==> src/hw/cancs_pkg.sv <==
/*
  Shared constants and types of the CAN control and status block.
  Assumes a 32-bit AXI4-Lite host bus with byte addresses.
*/
package cancs_pkg;
  // Bus geometry and responses
  localparam int         AXI_AW      = 8;
  localparam logic [1:0] RESP_OKAY   = 2'h0;
  localparam logic [1:0] RESP_SLVERR = 2'h2;

  // Register byte addresses
  localparam logic [7:0] REG_CTRL = 8'h00;   // Mode control
  localparam logic [7:0] REG_STAT = 8'h04;   // Mode and irq status
  localparam logic [7:0] REG_LINK = 8'h08;   // Link error status
  localparam logic [7:0] REG_ISTS = 8'h0C;   // Sticky event status
  localparam logic [7:0] REG_IMSK = 8'h10;   // Event mask
  localparam logic [7:0] REG_ERRC = 8'h14;   // Error counts view

  // Decoded register index
  localparam logic [2:0] IDX_CTRL = 3'h0;
  localparam logic [2:0] IDX_STAT = 3'h1;
  localparam logic [2:0] IDX_LINK = 3'h2;
  localparam logic [2:0] IDX_ISTS = 3'h3;
  localparam logic [2:0] IDX_IMSK = 3'h4;
  localparam logic [2:0] IDX_ERRC = 3'h5;
  localparam logic [2:0] IDX_NONE = 3'h7;

  // Field positions
  localparam int F_MODE  = 5;   // Mode fields, bits 7..5
  localparam int F_ABORT = 4;
  localparam int F_WIN   = 1;   // Window and code, bits 3..1
  localparam int F_OVF0  = 7;
  localparam int F_OVF1  = 6;

  // Operating modes
  localparam logic [2:0] MODE_NORMAL = 3'h0;
  localparam logic [2:0] MODE_CONFIG = 3'h4;

  // Buffer and interrupt source codes
  localparam logic [2:0] CODE_WAKE = 3'h7;
  localparam logic [2:0] CODE_RECEIVE_BUFFER_0 = 3'h6;
  localparam logic [2:0] CODE_RECEIVE_BUFFER_1 = 3'h5;
  localparam logic [2:0] CODE_TRANSMIT_BUFFER_0 = 3'h4;
  localparam logic [2:0] CODE_TRANSMIT_BUFFER_1 = 3'h3;
  localparam logic [2:0] CODE_TRANSMIT_BUFFER_2 = 3'h2;
  localparam logic [2:0] CODE_ERR  = 3'h1;
  localparam logic [2:0] CODE_NONE = 3'h0;

  // Error count thresholds
  localparam logic [8:0] LIM_OFF  = 9'h0FF;
  localparam logic [8:0] LIM_PASS = 9'h07F;
  localparam logic [8:0] LIM_WARN = 9'h05F;

  // Sticky event bits
  localparam int IRQ_W    = 4;
  localparam int IRQ_OVF0 = 0;
  localparam int IRQ_OVF1 = 1;
  localparam int IRQ_BOFF = 2;
  localparam int IRQ_MODE = 3;

  // Pending interrupt sources from the buffers
  typedef struct packed {
    logic wake;
    logic receive_buffer_0;
    logic receive_buffer_1;
    logic transmit_buffer_0;
    logic transmit_buffer_1;
    logic transmit_buffer_2;
    logic err;
  } cancs_src_t;

  // Error counts from the protocol engine
  typedef struct packed {
    logic [8:0] tec;
    logic [7:0] rec;
  } cancs_errc_t;

  // Mode switch sequencer
  typedef enum {ST_RUN, ST_SWITCH} cancs_sw_t;
endpackage : cancs_pkg

==> src/hw/cancs_ctrl.sv <==
/*
  CAN control and status registers behind an AXI4-Lite slave.
  Assumes a protocol engine that reports error counts, safe
  switch points and bus events synchronous to aclk.
*/
`timescale 1ns/1ps
// Notes on behaviour
// - Request top bit set means configuration mode
// - Status reports active mode, never reserved codes
// - Abort bit cancels all three transmit buffers
// - Window code selects one mapped buffer
// - Code shows highest priority pending source
// - Code and window share bits three to one
// - Buffer 0 overflow flag sticks until cleared
// - Buffer 1 overflow flag sticks until cleared
// - Bus-off flag when transmit count above 255
// - Transmit passive when count above 127
// - Receive passive when count above 127
// - Transmit warning for counts 96 to 127
// - Receive warning for counts 96 to 127
// - Combined warning is OR of both
// - Unimplemented bits read as zero
// - Count overflow enters bus-off, 128 runs clear
module cancs_ctrl
  import cancs_pkg::*;
#(
  parameter int BUSOFF_RUNS = 128              // Recessive runs to leave bus-off
) (
  input  wire logic              aclk,        // Clock, 20 MHz
  input  wire logic              aresetn,     // Sync reset, active low
  input  wire logic              ce,          // Clock enable
  input  wire logic [AXI_AW-1:0] awaddr,      // Write address
  input  wire logic              awvalid,     // Write address valid
  output logic                   awready,     // Write address ready
  input  wire logic [31:0]       wdata,       // Write data
  input  wire logic [3:0]        wstrb,       // Write strobes
  input  wire logic              wvalid,      // Write data valid
  output logic                   wready,      // Write data ready
  output logic [1:0]             bresp,       // Write response
  output logic                   bvalid,      // Write response valid
  input  wire logic              bready,      // Write response ready
  input  wire logic [AXI_AW-1:0] araddr,      // Read address
  input  wire logic              arvalid,     // Read address valid
  output logic                   arready,     // Read address ready
  output logic [31:0]            rdata,       // Read data
  output logic [1:0]             rresp,       // Read response
  output logic                   rvalid,      // Read data valid
  input  wire logic              rready,      // Read data ready
  input  wire logic              safe_point,  // Engine may switch mode
  input  wire cancs_errc_t       errc,        // Error counts
  input  wire logic              run11_pulse, // Eleven recessive bits seen
  input  wire logic              ovf0_evt,    // Receive buffer 0 overflow
  input  wire logic              ovf1_evt,    // Receive buffer 1 overflow
  input  wire cancs_src_t        src,         // Pending buffer sources
  input  wire logic              abort_done,  // All aborts finished
  output logic [2:0]             op_mode,     // Mode in effect
  output logic                   abort_all,   // Abort every transmit buffer
  output logic [4:0]             win_onehot,  // Mapped buffer select
  output logic                   bus_off,     // Bus-off state
  output logic                   tec_clear,   // Clear transmit count
  output logic                   irq          // Interrupt, active high
);

  localparam int RUN_W = $clog2(BUSOFF_RUNS);

  // Refuse run counts the counter cannot serve
  if (BUSOFF_RUNS < 2) begin : g_chk
    $error("BUSOFF_RUNS must be at least 2");
  end

  // Map an address onto a register index
  function automatic logic [2:0] reg_idx(input logic [7:0] a);
    if (a == REG_CTRL)      reg_idx = IDX_CTRL;
    else if (a == REG_STAT) reg_idx = IDX_STAT;
    else if (a == REG_LINK) reg_idx = IDX_LINK;
    else if (a == REG_ISTS) reg_idx = IDX_ISTS;
    else if (a == REG_IMSK) reg_idx = IDX_IMSK;
    else if (a == REG_ERRC) reg_idx = IDX_ERRC;
    else                    reg_idx = IDX_NONE;
  endfunction : reg_idx

  // Buffer code to one-hot window, bit order receive_buffer_0..transmit_buffer_2
  function automatic logic [4:0] win_dec(input logic [2:0] c);
    if (c == CODE_RECEIVE_BUFFER_1)      win_dec = 5'h02;
    else if (c == CODE_TRANSMIT_BUFFER_0) win_dec = 5'h04;
    else if (c == CODE_TRANSMIT_BUFFER_1) win_dec = 5'h08;
    else if (c == CODE_TRANSMIT_BUFFER_2) win_dec = 5'h10;
    else                     win_dec = 5'h01; // All others map buffer 0
  endfunction : win_dec

  // Fixed priority, wake-up highest, error lowest
  function automatic logic [2:0] prio(input cancs_src_t s);
    if (s.wake)      prio = CODE_WAKE;
    else if (s.receive_buffer_0) prio = CODE_RECEIVE_BUFFER_0;
    else if (s.receive_buffer_1) prio = CODE_RECEIVE_BUFFER_1;
    else if (s.transmit_buffer_0) prio = CODE_TRANSMIT_BUFFER_0;
    else if (s.transmit_buffer_1) prio = CODE_TRANSMIT_BUFFER_1;
    else if (s.transmit_buffer_2) prio = CODE_TRANSMIT_BUFFER_2;
    else if (s.err)  prio = CODE_ERR;
    else             prio = CODE_NONE;
  endfunction : prio

  // Software state
  logic [2:0]       req_mode;   // Raw mode request
  logic [2:0]       win;        // Window select
  logic [1:0]       link_ovf;   // Overflow flags, 1 is buffer 0
  logic [IRQ_W-1:0] irq_sts;    // Sticky events
  logic [IRQ_W-1:0] irq_msk;    // Event mask
  // Hardware state
  cancs_sw_t        state;      // Mode switch sequencer
  logic [RUN_W-1:0] run_cnt;    // Recessive runs in bus-off
  // Bus holding state
  logic             aw_got;     // Address held
  logic             w_got;      // Data held
  logic [7:0]       waddr;      // Held address
  logic [7:0]       wbyte;      // Held low data byte
  logic             wlane;      // Held low byte strobe

  // Bus handshakes
  wire aw_fire = awvalid & awready;
  wire w_fire  = wvalid & wready;
  wire ar_fire = arvalid & arready;
  wire wr_do   = aw_got & w_got & ~bvalid;

  // Write decode, low byte lane only carries data
  wire [2:0] widx    = reg_idx(waddr);
  wire       wr_hit  = wr_do & (widx != IDX_NONE);
  wire       wr_ctrl = wr_hit & wlane & (widx == IDX_CTRL);
  wire       wr_link = wr_hit & wlane & (widx == IDX_LINK);
  wire       wr_ists = wr_hit & wlane & (widx == IDX_ISTS);
  wire       wr_imsk = wr_hit & wlane & (widx == IDX_IMSK);

  // Next bus state
  wire next_aw_got = aw_fire | (aw_got & ~wr_do);
  wire next_w_got  = w_fire | (w_got & ~wr_do);
  wire next_bvalid = wr_do | (bvalid & ~bready);
  wire next_rvalid = ar_fire | (rvalid & ~rready);

  // Requested mode, top bit forces configuration
  wire [2:0] req_dec = req_mode[2] ? MODE_CONFIG : req_mode;

  // Switch lands only where the engine allows it
  wire mode_load = (state == ST_SWITCH) & safe_point;

  // Error state flags from the live counts
  wire tx_bo = errc.tec > LIM_OFF;
  wire tx_bp = errc.tec > LIM_PASS;
  wire rx_bp = {1'b0, errc.rec} > LIM_PASS;
  wire tx_w  = (errc.tec > LIM_WARN) & ~tx_bp;
  wire rx_w  = ({1'b0, errc.rec} > LIM_WARN) & ~rx_bp;
  wire ew    = tx_w | rx_w;

  // Bus-off entry and exit
  wire boff_set  = tx_bo & ~bus_off & ~tec_clear;
  wire run_last  = run_cnt == RUN_W'(BUSOFF_RUNS - 1);
  wire boff_exit = bus_off & run11_pulse & run_last;

  // Source code shares the window field position
  wire [2:0] icode = prio(src);

  // Overflow flags, event wins over clear
  wire [1:0] ovf_evt  = {ovf0_evt, ovf1_evt};
  wire [1:0] ovf_clr  = wr_link ? wbyte[F_OVF0:F_OVF1] : 2'h0;
  wire [1:0] next_ovf = (link_ovf & ~ovf_clr) | ovf_evt;

  // Sticky events, set wins over write-one-clear
  logic [IRQ_W-1:0] ev;
  always_comb begin
    ev           = '0;
    ev[IRQ_OVF0] = ovf0_evt;
    ev[IRQ_OVF1] = ovf1_evt;
    ev[IRQ_BOFF] = boff_set;
    ev[IRQ_MODE] = mode_load;
  end
  wire [IRQ_W-1:0] ists_clr  = wr_ists ? wbyte[IRQ_W-1:0] : '0;
  wire [IRQ_W-1:0] next_ists = (irq_sts & ~ists_clr) | ev;

  // Read views, unimplemented bits tied low
  wire [7:0] ctrl_rd = {req_mode, abort_all, win, 1'b0};
  wire [7:0] stat_rd = {op_mode, 1'b0, icode, 1'b0};
  wire [7:0] link_rd = {link_ovf, tx_bo, tx_bp, rx_bp, tx_w, rx_w, ew};

  // Read mux on the address offered
  wire [2:0] ridx = reg_idx(araddr);
  logic [31:0] rd_word;
  always_comb begin
    rd_word = 32'h0000_0000;
    if (ridx == IDX_CTRL)      rd_word[7:0] = ctrl_rd;
    else if (ridx == IDX_STAT) rd_word[7:0] = stat_rd;
    else if (ridx == IDX_LINK) rd_word[7:0] = link_rd;
    else if (ridx == IDX_ISTS) rd_word[IRQ_W-1:0] = irq_sts;
    else if (ridx == IDX_IMSK) rd_word[IRQ_W-1:0] = irq_msk;
    else if (ridx == IDX_ERRC) rd_word[16:0] = errc;
  end

  // Write channels; one write in flight, response after both
  // The readies freeze with the rest of the state while ce is low, and a handshake
  // seen then is lost, so ce must stay high while the bus is busy
  always_ff @(posedge aclk) begin
    if (!aresetn) begin
      aw_got  <= 1'b0;
      w_got   <= 1'b0;
      waddr   <= 8'h00;
      wbyte   <= 8'h00;
      wlane   <= 1'b0;
      awready <= 1'b0;
      wready  <= 1'b0;
      bvalid  <= 1'b0;
      bresp   <= RESP_OKAY;
    end else if (ce) begin
      if (aw_fire) waddr <= awaddr;
      if (w_fire) begin
        wbyte <= wdata[7:0];
        wlane <= wstrb[0];
      end
      aw_got  <= next_aw_got;
      w_got   <= next_w_got;
      awready <= ~next_aw_got & ~next_bvalid;
      wready  <= ~next_w_got & ~next_bvalid;
      bvalid  <= next_bvalid;
      if (wr_do) bresp <= wr_hit ? RESP_OKAY : RESP_SLVERR;
    end
  end

  // Read channel; data captured when the address is taken
  always_ff @(posedge aclk) begin
    if (!aresetn) begin
      arready <= 1'b0;
      rvalid  <= 1'b0;
      rdata   <= 32'h0000_0000;
      rresp   <= RESP_OKAY;
    end else if (ce) begin
      arready <= ~next_rvalid;
      rvalid  <= next_rvalid;
      if (ar_fire) begin
        rdata <= rd_word;
        rresp <= (ridx == IDX_NONE) ? RESP_SLVERR : RESP_OKAY;
      end
    end
  end

  // Control fields; abort stays up until the engine is done
  always_ff @(posedge aclk) begin
    if (!aresetn) begin
      req_mode  <= MODE_CONFIG;
      win       <= CODE_NONE;
      abort_all <= 1'b0;
    end else if (ce) begin
      if (wr_ctrl) begin
        req_mode  <= wbyte[F_MODE+2:F_MODE];
        win       <= wbyte[F_WIN+2:F_WIN];
        abort_all <= wbyte[F_ABORT];
      end else if (abort_done) begin
        abort_all <= 1'b0;
      end
    end
  end

  // Mode sequencer; a request is parked until a safe point
  always_ff @(posedge aclk) begin
    if (!aresetn) begin
      state   <= ST_RUN;
      op_mode <= MODE_CONFIG;
    end else if (ce) begin
      case (state)
        ST_RUN: begin
          if (req_dec != op_mode) state <= ST_SWITCH;
        end
        ST_SWITCH: begin
          if (safe_point) begin
            op_mode <= req_dec;
            state   <= ST_RUN;
          end
        end
        default: state <= ST_RUN;
      endcase
    end
  end

  // Bus-off tracking; exit pulses the count clear once
  // Entry is blocked while the clear pulse stands, because the engine still
  // shows the old count in that cycle and would send the block straight back
  always_ff @(posedge aclk) begin
    if (!aresetn) begin
      bus_off   <= 1'b0;
      run_cnt   <= '0;
      tec_clear <= 1'b0;
    end else if (ce) begin
      tec_clear <= boff_exit;
      if (boff_set) begin
        bus_off <= 1'b1;
        run_cnt <= '0;
      end else if (boff_exit) begin
        bus_off <= 1'b0;
        run_cnt <= '0;
      end else if (bus_off & run11_pulse) begin
        run_cnt <= run_cnt + 1'b1;
      end
    end
  end

  // Flags, mask, window and interrupt output
  always_ff @(posedge aclk) begin
    if (!aresetn) begin
      link_ovf   <= 2'h0;
      irq_sts    <= '0;
      irq_msk    <= '0;
      win_onehot <= 5'h01;
      irq        <= 1'b0;
    end else if (ce) begin
      link_ovf   <= next_ovf;
      irq_sts    <= next_ists;
      if (wr_imsk) irq_msk <= wbyte[IRQ_W-1:0];
      win_onehot <= win_dec(win);
      // Level output lags the status by one cycle
      irq        <= |(irq_sts & irq_msk);
    end
  end
endmodule : cancs_ctrl

==> config.mk <==
export PLATFORM = sky130hd
export DESIGN_NAME = cancs_ctrl
export DESIGN_NICKNAME = d
export VERILOG_FILES = /design/src/hw/cancs_pkg.sv /design/src/hw/cancs_ctrl.sv
export SDC_FILE = /design/constraint.sdc
export NUM_CORES = 1
export LEC_CHECK = 0
export ABC_AREA = 1
export BUFFER_PORTS_ARGS = -buffer_cell sky130_fd_sc_hd__buf_2
export CAP_MARGIN = 20
export CORE_ASPECT_RATIO = 0.8
export CORE_MARGIN = 8
export CORE_UTILIZATION = 53
export DETAILED_ROUTE_END_ITERATION = 10
export HOLD_SLACK_MARGIN = 0.02
export PLACE_DENSITY = 0.86
export SLEW_MARGIN = 20
export SYNTH_ARGS = -nofsm -noshare
export SYNTH_HDL_FRONTEND = slang
export SYNTH_SLANG_ARGS = --single-unit
==> constraint.sdc <==
create_clock -name aclk -period 2.8 [get_ports aclk]
set_input_delay 0.14 -clock aclk [delete_from_list [all_inputs] [get_ports aclk]]
set_output_delay 0.14 -clock aclk [all_outputs]
set_load 0.02 [all_outputs]
### After elaboration in Yosys (flattened, before gate mapping)

Cells that the tools add are included.

| cells by class | value |
|---|---|
| order comparisons | 5 |
| bitwise logic cells | 48 |
| reduce and logical (&&, ||, !) cells | 20 |
| equal/unequal tests | 30 |
| multiplexer cells | 49 |
| add/subtract/negate cells | 1 |

Operators by type and width:

| kind | count |
|---|---|
| 2-to-1 mux 32 bit | 2 |
| case mux 32 bit (2 select lines) | 1 |
| 2-to-1 mux 3 bit | 13 |
| == test 32 x 1 -> 1 bit (second input constant) | 1 |
| == test 32 x 2 -> 1 bit (second input constant) | 1 |
| == test 8 x 4 -> 1 bit (second input constant) | 4 |
| == test 8 x 5 -> 1 bit (second input constant) | 4 |
| zero test 32 bit | 1 |
| 2-to-1 mux 9 bit | 3 |
| 2-to-1 mux 13 bit | 2 |
| bitwise AND 1 bit | 24 |
| 2-to-1 mux 8 bit | 3 |
| 2-to-1 mux 7 bit | 3 |
| 2-to-1 mux 5 bit | 4 |
| == test 3 x 2 -> 1 bit (second input constant) | 6 |
| == test 3 bit (second input constant) | 6 |
| > comparator 9 x 7 -> 1 bit (second input constant) | 2 |
| 2-to-1 mux 2 bit | 9 |
| AND reduction 2 bit | 9 |
| 2-to-1 mux 17 bit | 1 |
| == test 8 x 3 -> 1 bit (second input constant) | 2 |
| > comparator 8 x 7 -> 1 bit (second input constant) | 2 |
| zero test 8 bit | 2 |
| 2-to-1 mux 4 bit | 3 |
| other kinds (21) | 45 |

| word-level totals | value |
|---|---|
| output and inout port bits | 53 |
| word-level logic and storage cells | 179 |
| register bits after elaboration | 112 |
| input port bits | 89 |

### Longest topological paths before layout

Gate-level depths: netlist of run 1.

| logic depth | value |
|---|---|
| depth in word-level cells | 15 |
| depth in mapped cells | 10 |
| depth with buffers taken out | 10 |

### Worst setup path after synthesis of run 1

Ideal clock, no wire load.

| timing path | value |
|---|---|
| path kind | register -> register |
| start point | reg run_cnt[0] |
| end point | reg run_cnt[5] |
| arrival | 1.200 ns |
| library setup time | 0.120 ns |
| buffers on the path | 0 |
| cell stages (with the launch flop) | 7 |
| setup slack | 1.480 ns |
| period minus slack after synthesis | 1.320 ns |
| data required time | 2.680 ns |
| path through | dfxtp_1 ha_1 nand3_1 nor3b_1 nand4_1 nand3_1 nor2_1 |

| between the ends | value |
|---|---|
| longest elaborated chain between the ends | 4 |
| elaborated cells between the ends (all ways) | 8 |
| classes of those cells | add/sub: 1; eq/ne: 1; mux: 3; bitwise: 1; reduce/logical: 2 |

Ends and longest elaborated chain:

| item | RTL line | text |
|---|---|---|
| start, declared | cancs_ctrl.sv:111 | `logic [RUN_W-1:0] run_cnt;` |
| start signal, assigned | cancs_ctrl.sv:297 | `run_cnt <= run_cnt + 1'b1;` |
| adder 7 x 1 -> 7 bit / == test 7 bit (equally long branches) | cancs_ctrl.sv:297, cancs_ctrl.sv:155 |  |
| 2-to-1 mux 7 bit / bitwise AND 1 bit (equally long branches) | cancs_ctrl.sv:296, cancs_ctrl.sv:156 |  |
| 2-to-1 mux 7 bit / nonzero test 3 bit (equally long branches) | - |  |
| 2-to-1 mux 7 bit / AND reduction 2 bit (equally long branches) | - |  |

Several ways; a longest one is shown, not always the timed one. The select of a mux whose other input is x is not followed.
A chain may end at the register's enable or synchronous reset.

### Worst setup path in the final report of run 1

Same ends and word-level chain as after synthesis.

==> metrics.md, run 1 <==
| Metric | Value |
|---|---|
| Dpl cell area | `0.00417 mm^2` |
| Cell Pwr Density | `552 mW/mm^2` |
| Synth Cell Area | `0.00371 mm^2` |
| Area grow syn2layout | `18.8%` |
| I/O pin total | `around 140` |
| Critical path launch point type | `register` |
| Die Span X | `approximately 110 um` |
| Setup CP Type | `register to register` |
| Port bufs | `a little under 100` |
| Postcts setup bufs | `0` |
| Number of antenna violations at the first check in global routing | `0` |
| Clock sink count | `79` |
| Finished Cell Area | `approximately 0.0044 mm^2` |
| Die area | `0.00996 mm^2` |
| Tmin final | `1.58 ns` |
| H-tree levels | `3` |
| Worst R2R Path Depth | `6` |
| Register area share after synthesis | `about 43%` |
| Pint | `about 0.0019 W` |
| Drt first pass iters | `5` |
| Maxcap violations | `0` |
| Worst slew margin | `65.4%` |
| CTS Buffer Depth | `2` |
| Synth Register Bits | `just under 80` |
| Dpl ws | `1.00 ns` |
| Worst Path Max Fanout | `6` |
| DR iter-0 viols | `around 280` |
| Worst hold slack | `about 0.049 ns` |
| Drt via density | `5.31` |
| Synth area leader | `dfxtp_1` |
| Root Driver | `clkbuf_8` |
| Antenna Cells | `0` |
| Data arrival, critical path | `between 1.5 and 2 ns` |
| Global-route total usage across every layer | `approximately 20%` |
| R2r setup slk | `1.22 ns` |
| RR Startpoint | `run_cnt[0]` |
| CP max stage delay | `approximately 0.37 ns` |
| Final WS setup | `~1.2 ns` |
| First-pass GRT wire length | `~16000 um` |
| LEAKAGE | `around 2 nW` |
| Met1 Resource Use GR | `roughly 25%` |
| Logic pwr share | `about a tenth` |
| Sw power | `around 0.00057 W` |
| Clock slew at reported path FFs | `~0.070 ns` |
| Worst Max-Slew Pin Slew | `0.519 ns` |
| Final WL | `between 9000 and 10000 um` |
| CP max stage cell | `dfxtp_1` |
| Fillers | `629` |
| Synth area leaders | `dfxtp_1 43%, a21oi_1 9.8%, nand2_1 8.1%` |
| Vias | `roughly 3.7k` |
| Max Clock Skew | `0.00524 ns` |
| Placement Rows | `27` |
| Synthesis Warnings | `0` |
| Die H | `90.9 um` |
| Largest net degree at the start of global routing | `43` |
| Vias in the first global route | `roughly 3.5k` |
| CORE AREA | `between 0.006 and 0.007 mm^2` |
| Hold Path Sink | `waddr[0]` |
| Detail Placement HPWL | `7540 um` |
| Final setup viols | `0` |
| Share of cells above drive strength 1 | `around 22%` |
| Final ANT Viol Nets | `0` |
| CTS tree | `done` |
| R2R Path End | `run_cnt[5]` |
| Final Hold Fails | `0` |
| Crit-path cells | `ha_1 -> nand3_1 -> nor3b_1 -> nand4_1 -> nand3_1 -> nor2_1` |
| Outcome | `finished, final reports clean` |
| Yosys top cell area share | `42.6%` |
| Drc violations | `0` |
| RSZ-0062 raised after global routing | `no` |
| Syn_area_per_cell | `~7.2 um^2` |
| Initial Util | `a little over half` |
| Drt wl/cell | `between 10 and 15 um` |
| Placed cells | `about 700` |
| Max-slew violation count | `0` |
| Post_cts resized | `0` |
| Critical path endpoint category | `register` |
| Part of the power in registers | `roughly half` |
| Clock Power Share | `about two fifths` |
| CTS Hold Bufs | `0` |
| Crit-path most repeated cell | `nand3_1` |
| Final cell count without fillers | `around 700` |
| Maximum VDD drop | `roughly 0.34 mV` |
| Max Clk Rate | `~630 MHz` |
| Layout net count | `about 700` |
| Hold path start | `awaddr[0]` |
| Netlist cell types | `37` |
| Hold path depth | `3` |
| Most Crowded Layer GR | `met2` |
| Worst-Skew Late Latency | `0.35 ns` |
| CTS Buf Count | `9` |
| Cells after synthesis | `around 500` |
| Met3 Use GR | `~7.1%` |
| Worst Hold Class | `primary input to register` |
| Met2 GRT Util | `32.0%` |
| Fin crit share | `between 50% and 60%` |
| Total congestion overflow | `0` |
| Routability cong. | `approximately 0.93` |
| Switching Fraction | `about a quarter` |
| Worst Path Required | `between 3 and 4 ns` |
| Setup tns final | `0 ns` |
==> power by group through the flow <==
stage / clock network (W) / registers, W / logic (W)
6_report: 0.00102 / 0.00117 / 0.000241
5_1_grt: 0.00110 / 0.00117 / 0.000265
4_1_cts: 0.00104 / 0.00117 / 0.000239
3_5_place_dp: 0 / 0.00120 / 0.000238
3_3_place_gp: 0 / 0.00120 / 0.000231
2_1_floorplan: 0 / 0.00121 / 0.000157
==> cells by family (layout without fill, tap and decap cells) <==
group | Yosys count | count (layout) | synth area share, %
xor gates and xnor gates | 6 | 6 | 1.41
DFF | 79 | 79 | 42.6
adders and majority gates | 1 | 1 | 0.337
and+or+nand+nor | 203 | 203 | 25.3
other | 1 | 17 | 0.101
AOI/OAI and AO/OA | 131 | 131 | 18.6
buffers and inverters | 93 | 172 | 11.7
==> registers in the layout, indices dropped and copies added (netlist names), 2 cells and up <==
name / count
win_onehot: 5
run_cnt: 7
rdata: 17
op_mode: 3
req_mode: 3
waddr: 8
irq_sts: 4
wbyte: 8
irq_msk: 4
link_ovf: 2
win: 3
==> through the flow <==
stage                     utilization (%)  power, W
after floorplan                         -   0.00136
after global placement               61.1   0.00143
after detailed placement             61.1   0.00143
after CTS                            64.6   0.00245
after global routing                 64.6   0.00254
final                                64.6   0.00244
==> worst max path at each step <==
stage	startpoint	end	slack, ns	cells after the start
3_5_place_dp	ce	irq_msk[0]	1.00	7
5_1_grt	run_cnt[0]	run_cnt[5]	0.98	6
4_1_cts	run_cnt[0]	run_cnt[5]	1.20	6
6_report	run_cnt[0]	run_cnt[5]	1.22	6
2_1_floorplan	run_cnt[0]	run_cnt[5]	1.48	6
3_3_place_gp	ce	irq_msk[0]	1.08	7
==> cell usage in the layout (no fill, tap or decap), types with 2 or more instances in the layout <==
cell | Yosys | final
buf_4 | 19 | 2
conb_1 | 1 | 17
clkbuf_8 | 0 | 11
o211ai_1 | 2 | 2
o21bai_1 | 2 | 2
inv_1 | 49 | 49
o21ai_0 | 9 | 9
nand4_1 | 12 | 12
o21ai_1 | 35 | 35
buf_2 | 6 | 97
nand3_2 | 3 | 3
nand3_1 | 44 | 44
bufinv_16 | 0 | 3
nor2_1 | 47 | 47
o31ai_1 | 4 | 4
nand2_1 | 80 | 80
dfxtp_1 | 79 | 79
o21a_1 | 3 | 3
inv_2 | 8 | 8
nor2_2 | 5 | 5
a21oi_1 | 73 | 73
nand2_2 | 4 | 4
xor2_1 | 5 | 5
==> cell type report <==
type,instances,area (um^2),share of cell area [%]
Inverter,58,218,4.93
Timing Repair Buffer,99,500,11.3
Multi-Input combinational cell,358,1760,39.8
Sequential cell,79,1580,35.8
Tap cell,87,109,2.47
Clock inverter,3,90.1,2.04
Clock buffer,12,155,3.52
==> cell usage after synthesis (all sizes together) <==
cell and n:
conb 1, inv 57, o211ai 2, clkbuf 9, or2 2, xor2 5, o22ai 1, nor3b 1
a21oi 73, o21bai 2, nand2 85, nand4 12, nor3 1, xnor2 1, o31ai 4, o21ai 44
buf 26, a41oi 1, nor2 54, nand3 47, dfxtp 79, o21a 3, a21boi 1, ha 1
nand3b 1, clkinv 1
==> critical path: cells and delay by family, from the launching register on <==
kind / cells / cell delay (ns)
simple gates: 5 / 0.93
fa+ha+maj: 1 / 0.18
flops: 1 / 0.37
==> per-layer routing <==
| metal | share of wire, % | vias to the layer above |
|---|---|---|
| met4 | 0.68 | 0 |
| met2 | 48 | 133 |
| met1 | 43 | 1709 |
| met5 | 0 | - |
| met3 | 8.8 | 7 |
| li1 | - | 1847 |
Power figures use the tool's default switching activity.
==> inputs of run 2 (changes only) <==
CORE_UTILIZATION = 49   (was 53)
PLACE_DENSITY = 0.8   (was 0.86)
clock period = 1.6 ns   (was 2.8 ns; I/O delays follow)
==> run 2 against run 1 <==
Net effect: count of clock-buffer cells in the layout decreased by 1; power rose by 72%; critical endpoint is now irq_sts[0]; sequential share of layout area decreased by 2.6 points; largest cell class unchanged.
==> metrics.md, run 2 (synthesis gave the netlist of run 1 again) <==
| Metric | Value |
|---|---|
| Detail Placement HPWL | `7660 um (+1.6%)` |
| Critical path endpoint category | `register` |
| Maxcap violations | `0 (unchanged)` |
| Vias | `3862 (+4.5%)` |
| Final setup viols | `0 (unchanged)` |
| CTS Buf Count | `9 (unchanged)` |
| Worst Path Max Fanout | `4 (-2)` |
| Fin util | `64.4% (-0.26 points)` |
| CORE AREA | `0.00739 mm^2 (+8.3%)` |
| Tmin final | `1.54 ns (-0.0480 ns)` |
| Sequential Area | `0.00158 mm^2 (unchanged)` |
| Routability cong. | `0.879 (-5.1%)` |
| Max Clock Skew | `0.0108 ns (+0.00554 ns)` |
| Share of cells above drive strength 1 | `23.1% (+0.57 points)` |
| Area grow syn2layout | `28.1%` |
| First-pass GRT wire length | `16900 um (+4.4%)` |
| Drt via density | `5.14 (-3.2%)` |
| Most flops, register | `rdata` |
| Global-route total usage across every layer | `19.5% (-0.41 points)` |
| Part of the power in registers | `49.1% (+1.0 points)` |
| Critical path launch point type | `register` |
| Commonest non-fill, non-tap cell in the layout | `buf_2` |
| RSZ-0062 raised after global routing | `no` |
| Layout net count | `731 (+5.2%)` |
| Logic pwr share | `11.7% (+1.8 points)` |
| R2r setup slk | `0.06 ns (-1.15 ns)` |
| Initial Util | `50.3% (-4.2 points)` |
| Multi-input logic area | `0.00177 mm^2 (+0.57%)` |
| Worst-Skew Late Latency | `0.35 ns (about the same)` |
| Antenna Cells | `0 (unchanged)` |
| Clock slew at reported path FFs | `0.08 ns (about the same)` |
| Worst hold slack | `0.0465 ns (-0.00295 ns)` |
| Max Clk Rate | `651 MHz (+3.1%)` |
| Total congestion overflow | `0 (unchanged)` |
| Drt wl/cell | `13.8 um (-3.8%)` |
| Worst Hold Class | `primary input to register` |
| Clock Power Share | `39.2% (-2.8 points)` |
| Clock sink count | `79 (unchanged)` |
| Die H | `93.9 um (+3.3%)` |
| Fin crit share | `96.0% (+39 points)` |
| LEAKAGE | `2.20 nW (+7.1%)` |
| Fillers | `647 (+2.9%)` |
| Finished Cell Area | `0.00476 mm^2 (+7.9%)` |
| Setup tns final | `0 ns (unchanged)` |
| Final WL | `10300 um (+3.8%)` |
| Max-slew violation count | `0 (unchanged)` |
| Final Hold Fails | `0 (unchanged)` |
| CTS tree | `done` |
| Outcome | `finished, final reports clean` |
| Most frequent cells in the layout | `97 x buf_2, 80 x nand2_1, 79 x dfxtp_1` |
| Sw power | `0.00105 W (+84%)` |
| Maximum VDD drop | `0.703 mV (+110%)` |
| Switching Fraction | `25.0% (+1.7 points)` |
| Number of antenna violations at the first check in global routing | `0 (unchanged)` |
| Data arrival, critical path | `1.77 ns (-0.05 ns)` |
| Vias in the first global route | `3619 (+3.0%)` |
| Root Driver | `clkbuf_8` |
| Port bufs | `97 (unchanged)` |
| Setup CP Type | `register to register` |
| Largest net degree at the start of global routing | `42 (-2.3%)` |
| I/O pin total | `142 (unchanged)` |
| Placement Rows | `28 (+3.7%)` |
| CTS Buffer Depth | `2 (unchanged)` |
| CP max stage cell | `dfxtp_1` |
| Postcts setup bufs | `0 (unchanged)` |
| Max FFs per register | `17 (unchanged)` |
| Crit-path most repeated cell | `nor2_1` |
| Pint | `0.00313 W (+68%)` |
| Power, Total | `0.00418 W (+72%)` |
| Drt first pass iters | `4 (-1)` |
| Drc violations | `0 (unchanged)` |
| H-tree levels | `3 (unchanged)` |
| CP max stage delay | `0.36 ns (about the same)` |
| Largest registers | `rdata x17, waddr x8, wbyte x8` |
| Die area | `0.0106 mm^2 (+6.8%)` |
| Cell Pwr Density | `878 mW/mm^2 (+59%)` |
| Final ANT Viol Nets | `0 (unchanged)` |
| Crit-path cells | `inv_2 -> nor2_1 -> nand3b_1 -> nor2_1 -> nand3_1 -> o21ai_1 -> a21oi_1` |
| Dpl cell area | `0.00426 mm^2 (+2.2%)` |
| DR iter-0 viols | `242 (-14%)` |
| Die Span X | `113 um (+3.4%)` |
| Worst Path Required | `1.83 ns (-1.21 ns)` |
-- run 2: cell types whose count changed in the layout (fill, tap and decap cells not counted), sizes merged --
| cell | previous run | this run |
|---|---|---|
| buf | 99 | 108 |
| clkinv | 1 | 3 |
| clkbuf | 12 | 11 |
| dlygate4sd3 | 0 | 27 |
| clkinvlp | 0 | 1 |
| bufinv | 3 | 2 |
-- run 2: final timing paths --
path | end | start | cells after the start
worst max-delay path | irq_sts[0] | w_got | 7
worst max register to register | irq_sts[0] | w_got | 7
worst min-delay path | awready | awvalid | 4
worst min register to register | wbyte[5] | wbyte[5] | 2
-- run 2: worst max-delay path: cells and delay by family, from the launching register on --
| kind | cells | cell delay [ns] |
|---|---|---|
| flops | 1 | 0.36 |
| compound gates | 2 | 0.31 |
| buf+inv | 1 | 0.05 |
| simple gates | 4 | 0.69 |
-- run 2: area by class of cell --
| class | instances | share of cell area (%) |
|---|---|---|
| Multi-Input combinational cell | 358 | 37.1 |
| Sequential cell | 79 | 33.2 |
| Timing Repair Buffer | 135 | 17.6 |
| Inverter | 58 | 4.57 |
| Clock buffer | 11 | 2.97 |
| Tap cell | 105 | 2.76 |
| Clock inverter | 5 | 1.71 |
-- run 2: what timing repair did --
| item | 4_1_cts | 5_1_grt |
|---|---|---|
| gates resized for setup | 0 | 2 |
| endpoints found under the hold margin | 28 | 0 |
| hold buffers | 27 | 0 |
| setup endpoints to repair | 0 | 6 |
-- run 2: metal layers --
layer | track usage (%) | wire [um] | share of wire, %
met3 | 6.36 | 771 | 7.5
met1 | 22.9 | 4400 | 43
met2 | 33.4 | 5020 | 49
met5 | 0 | 0 | 0
met4 | 5.75 | 153 | 1.5
-- run 2: metrics by stage --
stage | setup WS, ns | cells
5_1_grt | 0.0166 | 751
3_3_place_gp | 0.158 | 708
6_report | 0.0645 | 751
2_1_floorplan | 0.280 | 530
3_5_place_dp | 0.110 | 708
4_1_cts | 0.109 | 751
-- run 2: power groups by stage --
stage / Clock [W] / Combinational (W) / Sequential, W
final: 0.00164 / 0.000490 / 0.00205
after detailed placement: 0 / 0.000430 / 0.00210
after floorplan: 0 / 0.000274 / 0.00211
after CTS: 0.00165 / 0.000483 / 0.00205
after global placement: 0 / 0.000421 / 0.00209
after global routing: 0.00174 / 0.000541 / 0.00206
==> inputs of run 3 (changes only) <==
GPL_TIMING_DRIVEN = 1   (was unset)
SETUP_SLACK_MARGIN = 0.5   (was unset)
==> run 3 against run 2 <==
Net effect: power increased by 0.24%; sequential cell count unchanged; via count up 1.4%; die area stayed put; largest power group unchanged; largest cell class unchanged; clock skew rose by 0.00094 ns.
==> metrics.md, run 3 (synthesis gave the netlist of run 1 again) <==
| Metric | Value |
|---|---|
| Outcome | `finished, final reports clean` |
| Worst Hold Class | `primary input to register` |
| Met1 Resource Use GR | `24.3% (+1.4 points)` |
| CTS Buf Count | `9 (unchanged)` |
| Die Span X | `113 um (unchanged)` |
| Crit-path cells | `ha_4 -> nand3_4 -> nor3b_4 -> nand4_1 -> nand3_2 -> nor2_1` |
| Layout net count | `745 (+1.9%)` |
| Hold path start | `ovf0_evt` |
| Data arrival, critical path | `1.60 ns (-0.17 ns)` |
| Die area | `0.0106 mm^2 (unchanged)` |
| Largest net degree at the start of global routing | `42 (unchanged)` |
| Drt via density | `5.13 (-0.33%)` |
| Setup CP Type | `register to register` |
| Drt first pass iters | `5 (+1)` |
| Hold Path Sink | `link_ovf[1]` |
| Clock slew at reported path FFs | `0.08 ns (about the same)` |
| Largest registers | `rdata x17, waddr x8, wbyte x8` |
| Most flops, register | `rdata` |
| Worst Path Max Fanout | `6 (+2)` |
| Setup tns final | `0 ns (unchanged)` |
| Fin crit share | `85.2% (-11 points)` |
| Total congestion overflow | `0 (unchanged)` |
| Fillers | `591 (-8.7%)` |
| Final setup viols | `0 (unchanged)` |
| Critical path launch point type | `register` |
| Commonest non-fill, non-tap cell in the layout | `buf_2` |
| Hold path depth | `3 (-1)` |
| Max FFs per register | `17 (unchanged)` |
| Met3 Use GR | `5.07% (-1.3 points)` |
| Critical path endpoint category | `register` |
| Max Clock Skew | `0.0117 ns (+0.000944 ns)` |
| Max-slew violation count | `0 (unchanged)` |
| Power, Total | `0.00419 W (+0.24%)` |
| Fin util | `69.4% (+5.0 points)` |
| RSZ-0062 raised after global routing | `yes` |
| Number of antenna violations at the first check in global routing | `0 (unchanged)` |
| Dpl cell area | `0.00432 mm^2 (+1.5%)` |
| Initial Util | `50.3% (unchanged)` |
| First-pass GRT wire length | `17200 um (+2.2%)` |
| Placement Rows | `28 (unchanged)` |
| Clock sink count | `79 (unchanged)` |
| Cell Pwr Density | `816 mW/mm^2 (-7.0%)` |
| Drt wl/cell | `14.8 um (+7.5%)` |
| Maximum VDD drop | `0.635 mV (-9.7%)` |
| LEAKAGE | `2.36 nW (+7.1%)` |
| CORE AREA | `0.00739 mm^2 (unchanged)` |
| Port bufs | `97 (unchanged)` |
| CTS tree | `done` |
| Final ANT Viol Nets | `0 (unchanged)` |
| Vias in the first global route | `3653 (+0.94%)` |
| Global-route total usage across every layer | `19.9% (+0.38 points)` |
| Worst Path Required | `1.83 ns (about the same)` |
| Worst R2R Path Depth | `6 (-1)` |
| RR Startpoint | `run_cnt[1]` |
| Worst-Skew Late Latency | `0.34 ns (about the same)` |
| Tmin final | `1.36 ns (-0.172 ns)` |
| Routability cong. | `0.916 (+4.2%)` |
| DR iter-0 viols | `235 (-2.9%)` |
| I/O pin total | `142 (unchanged)` |
| Vias | `3916 (+1.4%)` |
| Buffers & Inverters on Critical Path | `0 (-1)` |
| CP max stage cell | `dfxtp_2` |
| Max Clk Rate | `733 MHz (+13%)` |
| Share of cells above drive strength 1 | `32.0% (+9.0 points)` |
| Maxcap violations | `0 (unchanged)` |
| Met2 GRT Util | `34.5% (+1.0 points)` |
| Drc violations | `0 (unchanged)` |
| Antenna Cells | `0 (unchanged)` |
| Die H | `93.9 um (unchanged)` |
| CTS Buffer Depth | `2 (unchanged)` |
| H-tree levels | `3 (unchanged)` |
| R2r setup slk | `0.24 ns (+0.17 ns)` |
| Area grow syn2layout | `38.1%` |
| Most Crowded Layer GR | `met2` |
| Final Hold Fails | `0 (unchanged)` |
| Finished Cell Area | `0.00513 mm^2 (+7.8%)` |
| Most frequent cells in the layout | `97 x buf_2, 78 x nand2_1, 69 x a21oi_1` |
| Final WL | `11300 um (+9.4%)` |
| Root Driver | `clkbuf_8` |
| Top delay family on crit path | `simple AND/OR/NAND/NOR gates` |
| Detail Placement HPWL | `7660 um (about the same)` |
| R2R Path End | `run_cnt[6]` |
| CP max stage delay | `0.36 ns (about the same)` |
## run 3: metal layers
layer  up-vias  part of all wire, %
met2       142                   50
met4         0                 0.69
met3         9                  7.1
li1       1948                    -
met5         -                    0
met1      1817                   42
## run 3: power breakdown
| group | internal (W) | switching, W | total, W |
|---|---|---|---|
| Sequential | 0.00201 | 0.0000450 | 0.00206 |
| Combinational | 0.000217 | 0.000326 | 0.000543 |
| Clock | 0.000868 | 0.000716 | 0.00158 |
| Total | 0.00310 | 0.00109 | 0.00419 |
## run 3: area by class of cell
class	count	area (um^2)	area share (%)
multi-input cells	358	1990	38.9
clock buffers	9	124	2.41
repair inverters	1	6.26	0.122
flip-flops and latches	79	1600	31.3
clock inverters	6	83.8	1.63
repair buffers	148	957	18.7
well taps	105	131	2.56
inverters	58	230	4.49
## run 3: worst reg2reg max path: stages, from the launching register on
cell and delay (ns):
dfxtp_2 0.36, ha_4 0.15, nand3_4 0.09, nor3b_4 0.22
nand4_1 0.19, nand3_2 0.20, nor2_1 0.06
## run 3: repair_timing
action	in CTS	in global routing
hold buffers	22	0
cloned	0	1
pin swaps	11	21
gates resized for setup	14	47
setup buffers	10	9
setup endpoints to repair	49	58
hold endpoints to repair	22	0
## run 3: how the worst max path moves through the flow
stage,start,to,slack [ns],depth (start not counted)
finish,run_cnt[1],run_cnt[6],0.24,6
global route,waddr[7],win[0],0.13,7
CTS,run_cnt[1],run_cnt[4],0.25,6
detailed placement,run_cnt[1],run_cnt[3],0.24,6
global placement,run_cnt[1],run_cnt[0],0.30,6
floorplan,run_cnt[1],run_cnt[0],0.39,6
## run 3: metrics by stage
| step | cells | worst slack [ns] | hold WS, ns |
|---|---|---|---|
| floorplan | 530 | 0.391 | 0.240 |
| global placement | 707 | 0.295 | 0.342 |
| global route | 764 | 0.131 | 0.0234 |
| CTS | 754 | 0.249 | 0.0200 |
| detailed placement | 707 | 0.240 | 0.354 |
| finish | 764 | 0.236 | 0.0343 |
